--- config.mk ---
export PLATFORM = sky130hd
export DESIGN_NAME = sram_controller
export DESIGN_NICKNAME = d
export VERILOG_FILES = /design/src/common/sram_ctrl_pkg.sv /design/src/sram_controller.sv /design/src/interval_timer.sv
export SDC_FILE = /design/constraint.sdc
export NUM_CORES = 1
export LEC_CHECK = 0
export BUFFER_PORTS_ARGS = -buffer_cell sky130_fd_sc_hd__clkbuf_2
export CORE_MARGIN = 5
export CORE_UTILIZATION = 49
export DETAILED_ROUTE_END_ITERATION = 10
export GPL_TIMING_DRIVEN = 1
export PLACE_DENSITY = 0.79
export SYNTH_ARGS = -nofsm -noshare
export SYNTH_HDL_FRONTEND = slang
export SYNTH_SLANG_ARGS = --single-unit
--- constraint.sdc ---
create_clock -name clk -period 2.4 [get_ports clk]
set_clock_uncertainty 0.05 [all_clocks]
set_input_delay 0.12 -clock clk [delete_from_list [all_inputs] [get_ports clk]]
set_output_delay 0.12 -clock clk [all_outputs]
set_load 0.02 [all_outputs]
--- src/common/sram_ctrl_pkg.sv ---
// Package: pin groups, timing constants and states for the static memory controller
package sram_ctrl_pkg;

  localparam int AddrWidth = 20;
  localparam int DataWidth = 4;
  localparam int ClkPeriodNs = 10;

  // Speed grade timing, fastest grade, in ns
  localparam int CycleTimeNs = 10;
  localparam int AccessTimeNs = 10;
  localparam int WritePulseNs = 8;
  localparam int WriteToHighZNs = 6;
  localparam int DataSetupNs = 6;
  localparam int OutputOffNs = 5;
  localparam int OutputAfterWriteNs = 3;

  localparam int CntWidth = 4;

  // Least times round up to whole cycles, never below one
  function automatic logic [CntWidth-1:0] cyclesUp(input int ns);
    int c;
    c = (ns + ClkPeriodNs - 1) / ClkPeriodNs;
    if (c < 1) begin
      c = 1;
    end
    return CntWidth'(c);
  endfunction

  localparam logic [CntWidth-1:0] ReadCycles = cyclesUp(AccessTimeNs + 1);
  localparam logic [CntWidth-1:0] CycleCycles = cyclesUp(CycleTimeNs);
  localparam logic [CntWidth-1:0] WritePulseCycles = cyclesUp(WriteToHighZNs + DataSetupNs);
  localparam logic [CntWidth-1:0] TurnCycles = cyclesUp(OutputOffNs);
  localparam logic [CntWidth-1:0] CntZero = '0;
  localparam logic [CntWidth-1:0] CntOne = CntWidth'(1);

  typedef enum logic [2:0] {
    StIdle = 3'b000,
    StRead = 3'b001,
    StWriteSetup = 3'b010,
    StWritePulse = 3'b011,
    StRecover = 3'b100
  } ctrlState_t;

  typedef struct packed {
    logic write;
    logic [AddrWidth-1:0] wordAddress;
    logic [DataWidth-1:0] data;
  } request_t;

  typedef struct packed {
    logic chipSelectN;
    logic writeStrobeN;
    logic outputGateN;
  } strobes_t;

endpackage

--- src/sram_controller.sv ---
// Synchronous controller that drives an asynchronous 1M x 4 static memory through its pins
`timescale 1ns/1ps
module sram_controller (
  input wire logic clk,
  input wire logic rst_n,
  input wire logic reqValid,
  input wire sram_ctrl_pkg::request_t reqIn,
  output logic reqReady,
  output logic rspValid,
  output logic [sram_ctrl_pkg::DataWidth-1:0] rspData,
  output logic [sram_ctrl_pkg::AddrWidth-1:0] wordAddress,
  output sram_ctrl_pkg::strobes_t strobes,
  output logic [sram_ctrl_pkg::DataWidth-1:0] dataPinsOut,
  output logic [sram_ctrl_pkg::DataWidth-1:0] dataPinsOeN,
  input wire logic [sram_ctrl_pkg::DataWidth-1:0] dataPinsIn
);
  import sram_ctrl_pkg::*;

  ctrlState_t state_q;
  ctrlState_t state_d;
  logic [AddrWidth-1:0] addr_q;
  logic [AddrWidth-1:0] addr_d;
  logic [DataWidth-1:0] wdata_q;
  logic [DataWidth-1:0] wdata_d;
  logic driveN_q;
  logic driveN_d;
  strobes_t strobes_q;
  strobes_t strobes_d;
  logic ready_q;
  logic ready_d;
  logic rspValid_q;
  logic rspValid_d;
  logic [DataWidth-1:0] rspData_q;
  logic [DataWidth-1:0] rspData_d;
  logic timerLoad;
  logic [CntWidth-1:0] timerValue;
  logic timerDone;

  interval_timer u_interval_timer (
    .clk(clk),
    .rst_n(rst_n),
    .load(timerLoad),
    .loadValue(timerValue),
    .done(timerDone)
  );

  // Sequencing group: state, timer and the pin values that the strobes qualify
  always_comb begin
    state_d = state_q;
    addr_d = addr_q;
    wdata_d = wdata_q;
    driveN_d = driveN_q;
    strobes_d = strobes_q;
    timerLoad = 1'b0;
    timerValue = CntZero;
    case (state_q)
      StIdle: begin
        if (reqValid && ready_q) begin
          // Address goes out with chip select in the same edge, never later
          addr_d = reqIn.wordAddress;
          strobes_d.chipSelectN = 1'b0;
          timerLoad = 1'b1;
          if (reqIn.write) begin
            // Gate stays high and strobe falls with select, so the memory never drives
            wdata_d = reqIn.data;
            strobes_d.outputGateN = 1'b1;
            strobes_d.writeStrobeN = 1'b0;
            timerValue = TurnCycles;
            state_d = StWriteSetup;
          end else begin
            strobes_d.outputGateN = 1'b0;
            timerValue = ReadCycles;
            state_d = StRead;
          end
        end
      end
      StRead: begin
        // Strobes end only after the full access time has passed
        if (timerDone) begin
          strobes_d.chipSelectN = 1'b1;
          strobes_d.outputGateN = 1'b1;
          timerLoad = 1'b1;
          timerValue = TurnCycles;
          state_d = StRecover;
        end
      end
      StWriteSetup: begin
        // Pins stay released until the memory output is certainly off
        if (timerDone) begin
          driveN_d = 1'b0;
          timerLoad = 1'b1;
          timerValue = WritePulseCycles;
          state_d = StWritePulse;
        end
      end
      StWritePulse: begin
        // Address, select and data all held through the pulse end
        if (timerDone) begin
          strobes_d.writeStrobeN = 1'b1;
          strobes_d.chipSelectN = 1'b1;
          timerLoad = 1'b1;
          timerValue = TurnCycles;
          state_d = StRecover;
        end
      end
      StRecover: begin
        // Data released one edge after the strobes rise; zero hold is allowed
        driveN_d = 1'b1;
        // Gap lets memory outputs float and keeps cycles spaced
        if (timerDone) begin
          state_d = StIdle;
        end
      end
      default: begin
        state_d = StIdle;
        strobes_d = '{chipSelectN: 1'b1, writeStrobeN: 1'b1, outputGateN: 1'b1};
        driveN_d = 1'b1;
      end
    endcase
  end

  always_ff @(posedge clk or negedge rst_n) begin
    if (!rst_n) begin
      state_q <= StIdle;
      addr_q <= '0;
      wdata_q <= '0;
      driveN_q <= 1'b1;
      // Deselected from reset: memory in standby, pins floating
      strobes_q <= '{chipSelectN: 1'b1, writeStrobeN: 1'b1, outputGateN: 1'b1};
    end else begin
      state_q <= state_d;
      addr_q <= addr_d;
      wdata_q <= wdata_d;
      driveN_q <= driveN_d;
      strobes_q <= strobes_d;
    end
  end

  // Ready drops on the edge that takes a request and rises after the recovery gap
  always_comb begin
    ready_d = 1'b0;
    case (state_q)
      StIdle: begin
        ready_d = !(reqValid && ready_q);
      end
      StRecover: begin
        ready_d = timerDone;
      end
      default: begin
        ready_d = 1'b0;
      end
    endcase
  end

  always_ff @(posedge clk or negedge rst_n) begin
    if (!rst_n) begin
      ready_q <= 1'b0;
    end else begin
      ready_q <= ready_d;
    end
  end

  // Pins are sampled once, when the read access time has run out
  always_comb begin
    rspValid_d = 1'b0;
    rspData_d = rspData_q;
    if (state_q == StRead && timerDone) begin
      rspValid_d = 1'b1;
      rspData_d = dataPinsIn;
    end
  end

  always_ff @(posedge clk or negedge rst_n) begin
    if (!rst_n) begin
      rspValid_q <= 1'b0;
      rspData_q <= '0;
    end else begin
      rspValid_q <= rspValid_d;
      rspData_q <= rspData_d;
    end
  end

  // One enable and one data flop per pin, so each can sit next to its pad
  for (genvar i = 0; i < DataWidth; i++) begin : g_pin
    logic oeN_q;
    logic oeN_d;
    logic out_q;
    logic out_d;
    always_comb begin
      oeN_d = driveN_d;
      out_d = wdata_d[i];
    end
    always_ff @(posedge clk or negedge rst_n) begin
      if (!rst_n) begin
        oeN_q <= 1'b1;
        out_q <= 1'b0;
      end else begin
        oeN_q <= oeN_d;
        out_q <= out_d;
      end
    end
    assign dataPinsOeN[i] = oeN_q;
    assign dataPinsOut[i] = out_q;
  end

  assign reqReady = ready_q;
  assign rspValid = rspValid_q;
  assign rspData = rspData_q;
  assign wordAddress = addr_q;
  assign strobes = strobes_q;
endmodule

--- src/interval_timer.sv ---
// Down counter that times one pin interval in clock cycles
`timescale 1ns/1ps
module interval_timer (
  input wire logic clk,
  input wire logic rst_n,
  input wire logic load,
  input wire logic [sram_ctrl_pkg::CntWidth-1:0] loadValue,
  output logic done
);
  import sram_ctrl_pkg::*;

  logic [CntWidth-1:0] count_q;
  logic [CntWidth-1:0] count_d;

  always_comb begin
    count_d = count_q;
    if (load) begin
      count_d = loadValue;
    end else if (count_q != CntZero) begin
      count_d = count_q - CntOne;
    end
  end

  always_ff @(posedge clk or negedge rst_n) begin
    if (!rst_n) begin
      count_q <= CntZero;
    end else begin
      count_q <= count_d;
    end
  end

  // Done while the count sits at one or zero, so the caller moves on the next edge.
  // Done must not look at load: the caller raises load from done, which would close a loop.
  assign done = (count_q <= CntOne);
endmodule

==> metrics, run 1 <==
final wirelength=a little over 4000 microns; Max IR drop VDD=667 uV; worst path arrival time=approximately 2.1 ns; CP Max Fanout=10; clk slew on worst S/H paths=0.07 ns; clock latency on the worst-skew pair=roughly 0.28 ns; max-slew violations=0; initial antenna violation count=0; initial core utilization=0.508; largest net degree at the start of global routing=42; ant diodes=0; Hold WS=~0.023 ns; core area=about 3700 sq um; deepest clock path buffer count=2; Tcrit/Tclk final=0.831; commonest cells after routing, fill and taps aside=clkbuf_2 (68), nand2_1 (66), dfrtp_1 (37); Switching Power=between 1000 and 1500 uW; crit path cell chain=inv_1 -> ha_1 -> or2_0 -> nand2_4 -> nor3_4 -> mux2_2; main combinational cell family by area after synthesis=simple AND/OR/NAND/NOR gates; Post-CTS Setup Repair Bufs=0; fin nets=~300; DR pass1 iterations=4; part of the power in registers=0.385; CTS tree=built; fmax=about 0.5 GHz; Clock power frac=0.168; H-tree Lvls=2; Placed Cells incl. Taps=a little under 300; P per Cell Area=1300 nW/um^2; Crit path required time=approximately 2.5 ns; Final Critical Period=roughly 2 ns; first-pass GRT wire length=roughly 6500 microns; status=complete, no violations; # clock sinks=41; max_slew headroom=0.359; port bufs=just under 70; die area=around 5200 sq um; drt drc=0; DP Area=2200 sq um; share of cells above drive strength 1=0.363; number of I/O pins=just under 70; compound-gate portion of the synthesized area=0.0754; commonest non-fill, non-tap cell in the layout=clkbuf_2; number of core rows=22; Via Count=between 1500 and 2000; post-synthesis sequential area ratio=0.550; RD Place Congestion=between 0.8 and 0.9; routed len/inst=12.7 microns; Simple-Gate Fraction of Synth Area=0.244; final setup fails=0; synthesis-to-layout area growth=34.6%; CP endpoint kind=register; final instance area=2520 sq um; DP HPWL=between 2000 and 3000 microns; Tightest Hold Check Type=input pin to register; drt first-iter violations=a little over 50; Hold Fails Final Rpt=0; post_cts resized=0; ANT nets after route=0; Pleak=0.00133 uW; total CTS buffers=5; Cell Area, Synth=1870 sq um; Internal=approximately 1900 uW; Setup CP Type=register to register; Root Buffer=clkbuf_8; Die Wd=71.8 microns; post-route setup TNS=0 ns; synthesized area per cell=a little over 10 sq um; synth warn=0; vias per std cell=approximately 4.8; GRT overflow=0; Mapped Cells=around 190; Die Y-Extent=just over 70 microns; Sw Share=0.406; flops & latches, synth=between 40 and 50; CTS Hold Bufs=21; GRT Total Usage=0.161; Synth Area in Adders=0.0134; library cells used by synthesis=37; mux contribution to synthesized area=0.0594; non-filler cells, final=318; Critical-path top delay cell=dfrtp_1; Combinational Power Share=0.447; syn nets=220; vias in the first global route=roughly 1500; critical path launch point type=register; XOR/XNOR share of the synthesized area=0; worst-margin pin slew=0.962 ns; max_cap viols=0; CP max stage delay=between 0.4 and 0.5 ns; RSZ-0062 raised after global routing=false
==> critical path, delay by kind of cell, from the launching register on <==
family,cells,cell delay (ns)
and+or+nand+nor,3,0.76
DFF,1,0.42
muxes,1,0.37
adders and majority gates,1,0.21
buffers and inverters,1,0.08
==> power by group through the flow <==
stage | combinational (uW) | sequential [uW] | clock, uW
3_3_place_gp | 1420 | 1250 | 0
5_1_grt | 1600 | 1310 | 592
6_report | 1460 | 1260 | 550
4_1_cts | 1480 | 1260 | 569
2_1_floorplan | 883 | 1470 | 0
3_5_place_dp | 1460 | 1260 | 0
==> layer usage <==
layer  up-vias  track usage  wire length [microns]
met5         -            0                      0
met4         0       0.0522                     38
met3         5       0.0505                    312
met2        53        0.262                   1900
met1       689        0.203                   1780
li1        771            -                      -
==> Yosys cell counts, drive strengths merged <==
cell / n / area [sq um]
o311a: 1 / 10.0
o21ai: 2 / 10.0
ha: 2 / 25.0
or2: 2 / 12.5
nand3b: 3 / 35.0
a31oi: 3 / 18.8
nand2: 67 / 259
nor2b: 1 / 6.26
mux2: 9 / 101
nand3: 2 / 10.0
o31a: 2 / 17.5
a2bb2oi: 2 / 23.8
dfstp: 4 / 105
nor2: 9 / 41.3
buf: 15 / 97.6
a21oi: 8 / 43.8
clkbuf: 1 / 3.75
nand2b: 3 / 18.8
nand4b: 1 / 8.76
dfrtp: 37 / 926
mux2i: 1 / 10.0
nor3: 3 / 31.3
a21o: 1 / 7.51
a221o: 1 / 10.0
and2: 1 / 6.26
or3b: 2 / 17.5
nor4bb: 1 / 10.0
inv: 2 / 7.51
==> worst paths after layout <==
| path | cells past startpoint | endpoint | start | slack [ns] |
|---|---|---|---|---|
| setup / recovery | 6 | rspData[2] | u_interval_timer.count_q[0] | 0.41 |
| hold / removal | 2 | wdata_q[0] | reqIn[0] | 0.02 |
| setup reg to reg | 6 | rspData[2] | u_interval_timer.count_q[0] | 0.41 |
| hold reg to reg | 2 | wordAddress[8] | wordAddress[8] | 0.43 |
| max in group asynchronous | 2 | u_interval_timer.count_q[2] | rst_n | 1.24 |
| min in group asynchronous | 2 | wordAddress[5] | rst_n | 0.47 |
==> logic make-up (layout without fill, tap and decap cells) <==
kind of cell / count (synthesis) / count (layout)
DFF: 41 / 41
AOI/OAI and AO/OA: 20 / 20
and+or+nand+nor: 95 / 95
muxes: 10 / 10
buffers and inverters: 18 / 102
adders and majority gates: 2 / 2
==> cell type report <==
class | count | area (sq um)
Sequential cell | 41 | 1030
Tap cell | 48 | 60.1
Inverter | 2 | 7.51
Multi-Input combinational cell | 127 | 734
Clock inverter | 1 | 30.0
Clock buffer | 7 | 86.3
Fill cell | 280 | 1170
Timing Repair Buffer | 92 | 573
==> per-stage QoR <==
stage / worst slack, ns / total power (uW) / util
detailed placement: 0.402 / 2720 / 0.595
global route: 0.230 / 3500 / 0.684
finish: 0.406 / 3270 / 0.684
floorplan: 0.676 / 2360 / -
global placement: 0.488 / 2670 / 0.595
CTS: 0.397 / 3310 / 0.684
==> state kept, by name, summed over array words and instances (netlist names) <==
| register | cells |
|---|---|
| wdata_q | 3 |
| state_q | 3 |
| rspValid | 1 |
| g_pin.out_q | 1 |
| g_pin.oeN_q | 1 |
| wordAddress | 20 |
| strobes | 3 |
| reqReady | 1 |
| u_interval_timer.count_q | 4 |
| rspData | 4 |
Note: power is estimated with default switching activity, not from simulation.
==> run 2: changes to the inputs <==
--- a/config.mk
+++ b/config.mk
@@ -7,10 +7,10 @@
 export LEC_CHECK = 0
 export BUFFER_PORTS_ARGS = -buffer_cell sky130_fd_sc_hd__clkbuf_2
 export CORE_MARGIN = 5
-export CORE_UTILIZATION = 49
+export CORE_UTILIZATION = 44
 export DETAILED_ROUTE_END_ITERATION = 10
 export GPL_TIMING_DRIVEN = 1
-export PLACE_DENSITY = 0.79
+export PLACE_DENSITY = 0.75
 export SYNTH_ARGS = -nofsm -noshare
 export SYNTH_HDL_FRONTEND = slang
 export SYNTH_SLANG_ARGS = --single-unit
==> constraint.sdc (replaced) <==
create_clock -name clk -period 1.7 [get_ports clk]
set_clock_uncertainty 0.05 [all_clocks]
set_input_delay 0.085 -clock clk [delete_from_list [all_inputs] [get_ports clk]]
set_output_delay 0.085 -clock clk [all_outputs]
set_load 0.02 [all_outputs]
==> run 2 against run 1 <==
Compared with the run above: cell area grew 6.3%; clock-buffer cell count decreased by 1; die area increased by 9.7%; total power up 45%; largest cell class unchanged.
==> metrics, run 2 (synthesis results as in run 1) <==
status=complete, no violations; total CTS buffers=5 (unchanged); number of I/O pins=69 (unchanged); first-pass GRT wire length=7490 microns (+15%); Pwr Total=4730 uW (+45%); ant diodes=0 (unchanged); H-tree Lvls=2 (unchanged); Tightest Hold Check Type=input pin to register; vias per std cell=4.88 (+2.2%); R2R setup slack=0.07 ns (-0.33 ns); DR pass1 iterations=4 (unchanged); Tcrit/Tclk final=0.956 (+0.126); DP HPWL=2970 microns (+5.0%); # clock sinks=41 (unchanged); worst-margin pin slew=0.486 ns (-0.475 ns); reg-to-reg endpoint=u_interval_timer.count_q[0]; Hold Path Stages=4 (+2); RSZ-0062 raised after global routing=false; number of core rows=23 (+4.5%); Die Wd=75.3 microns (+4.8%); largest net degree at the start of global routing=24 (-43%); initial core utilization=0.462 (-0.0462); Die Y-Extent=75.3 microns (+4.8%); drt drc=0 (unchanged); Pleak=0.00141 uW (+5.7%); routed len/inst=13.9 microns (+9.7%); non-filler cells, final=338 (+6.3%); Setup CP Type=register to register; final instance area=2680 sq um (+6.3%); initial antenna violation count=0 (unchanged); Root Buffer=clkbuf_8; die area=5660 sq um (+9.7%); fill count=299 (+6.8%); deepest clock path buffer count=2 (unchanged); Hold Crit Start=reqValid; pre-CTS setup slack=-0.0128 ns (-0.415 ns); Crit path required time=1.87 ns (-0.64 ns); DP Area=2280 sq um (+3.8%); vias in the first global route=1663 (+14%); max-slew violations=0 (unchanged); Max IR drop VDD=921 uV (+38%); core area=4060 sq um (+10%); fin nets=321 (+5.9%); Hold WS=0.149 ns (+0.126 ns); max_cap viols=0 (unchanged); P per Cell Area=1760 nW/um^2 (+36%); R2R Path Start=u_interval_timer.count_q[1]; port bufs=68 (unchanged); final wirelength=4690 microns (+17%); CTS tree=built; Placed Cells incl. Taps=300 (+3.8%); max_slew headroom=0.676 (+0.317); share of cells above drive strength 1=0.392 (+0.0294); Final Critical Period=1.63 ns (-0.368 ns); GRT Total Usage=0.178 (+0.0171); critical path launch point type=register; drt first-iter violations=106 (+110%); clk slew on worst S/H paths=0.07 ns (about the same); ANT nets after route=0 (unchanged); final setup fails=0 (unchanged); worst path arrival time=1.79 ns (-0.32 ns); clock latency on the worst-skew pair=0.29 ns (about the same); synthesis-to-layout area growth=43.1%; fmax=0.615 GHz (+23%); CP endpoint kind=register; GRT overflow=0 (unchanged); max reg flops=20 (unchanged); length in cells of the worst reg-to-reg path=7 (+1); Hold Fails Final Rpt=0 (unchanged); Via Count=1649 (+8.6%); Hold Path End=reqReady; final worst setup slack=0.0743 ns (-0.332 ns); RD Place Congestion=0.870 (+3.9%); commonest non-fill, non-tap cell in the layout=clkbuf_2; CP Max Fanout=4 (-6); commonest cells after routing, fill and taps aside=clkbuf_2 (68), nand2_1 (66), dfrtp_1 (37)
run 2: changes by cell type in the layout (fill, tap and decap cells not counted), sizes merged:
cell | previous run | this run
bufinv | 1 | 0
dlygate4sd3 | 21 | 29
buf | 3 | 13
clkbuf | 75 | 74
clkinv | 0 | 2
run 2: worst max-delay path, stage by stage (launching register included):
cell and delay (ns):
dfrtp_1 0.41, inv_2 0.07, ha_2 0.16, buf_4 0.12, or3b_4 0.39, nand2_1 0.08, o311a_1 0.16, a2bb2oi_2 0.12
run 2: worst max-delay path by stage:
stage                                        endpoint  slack (ns)  depth (start not counted)                         from
final                     u_interval_timer.count_q[0]        0.07                          7  u_interval_timer.count_q[1]
after global routing      u_interval_timer.count_q[0]       0.009                          7  u_interval_timer.count_q[0]
after CTS                                  rspData[0]        0.04                          6  u_interval_timer.count_q[1]
after detailed placement                   rspData[0]       -0.01                          6  u_interval_timer.count_q[1]
after global placement                     rspData[0]        0.06                          6  u_interval_timer.count_q[1]
after floorplan                            rspData[0]        0.02                          7  u_interval_timer.count_q[0]
run 2: through the flow:
step / util / TNS, ns
finish: 0.661 / 0
global route: 0.661 / 0
CTS: 0.653 / 0
detailed placement: 0.562 / -0.0322
global placement: 0.562 / 0
floorplan: - / 0
run 2: layout make-up:
class | instances | area, sq um | share of cell area
Inverter | 2 | 7.51 | 0.00280
Timing Repair Buffer | 110 | 741 | 0.276
Clock buffer | 6 | 72.6 | 0.0271
Sequential cell | 41 | 1030 | 0.385
Clock inverter | 2 | 10.0 | 0.00373
Tap cell | 50 | 62.6 | 0.0233
Multi-Input combinational cell | 127 | 757 | 0.282
run 2: where the power goes:
group          total [uW]  leakage [uW]  internal [uW]  switching, uW
Combinational        2370      0.000859           1020           1350
Sequential           1750      0.000504           1430            318
Clock                 608     0.0000450            285            323
run 2: what timing repair did:
| action | 4_1_cts | 5_1_grt |
|---|---|---|
| hold buffers | 29 | 0 |
| setup buffers | 0 | 1 |
| gates resized for setup | 1 | 5 |
| endpoints found under the setup margin | 4 | 7 |
| hold endpoints to repair | 44 | 0 |
run 2: routing by layer:
| layer | wire length, microns | GRT usage |
|---|---|---|
| met1 | 1900 | 0.214 |
| met3 | 361 | 0.0641 |
| met5 | 0 | 0 |
| met4 | 131 | 0.0757 |
| met2 | 2300 | 0.288 |
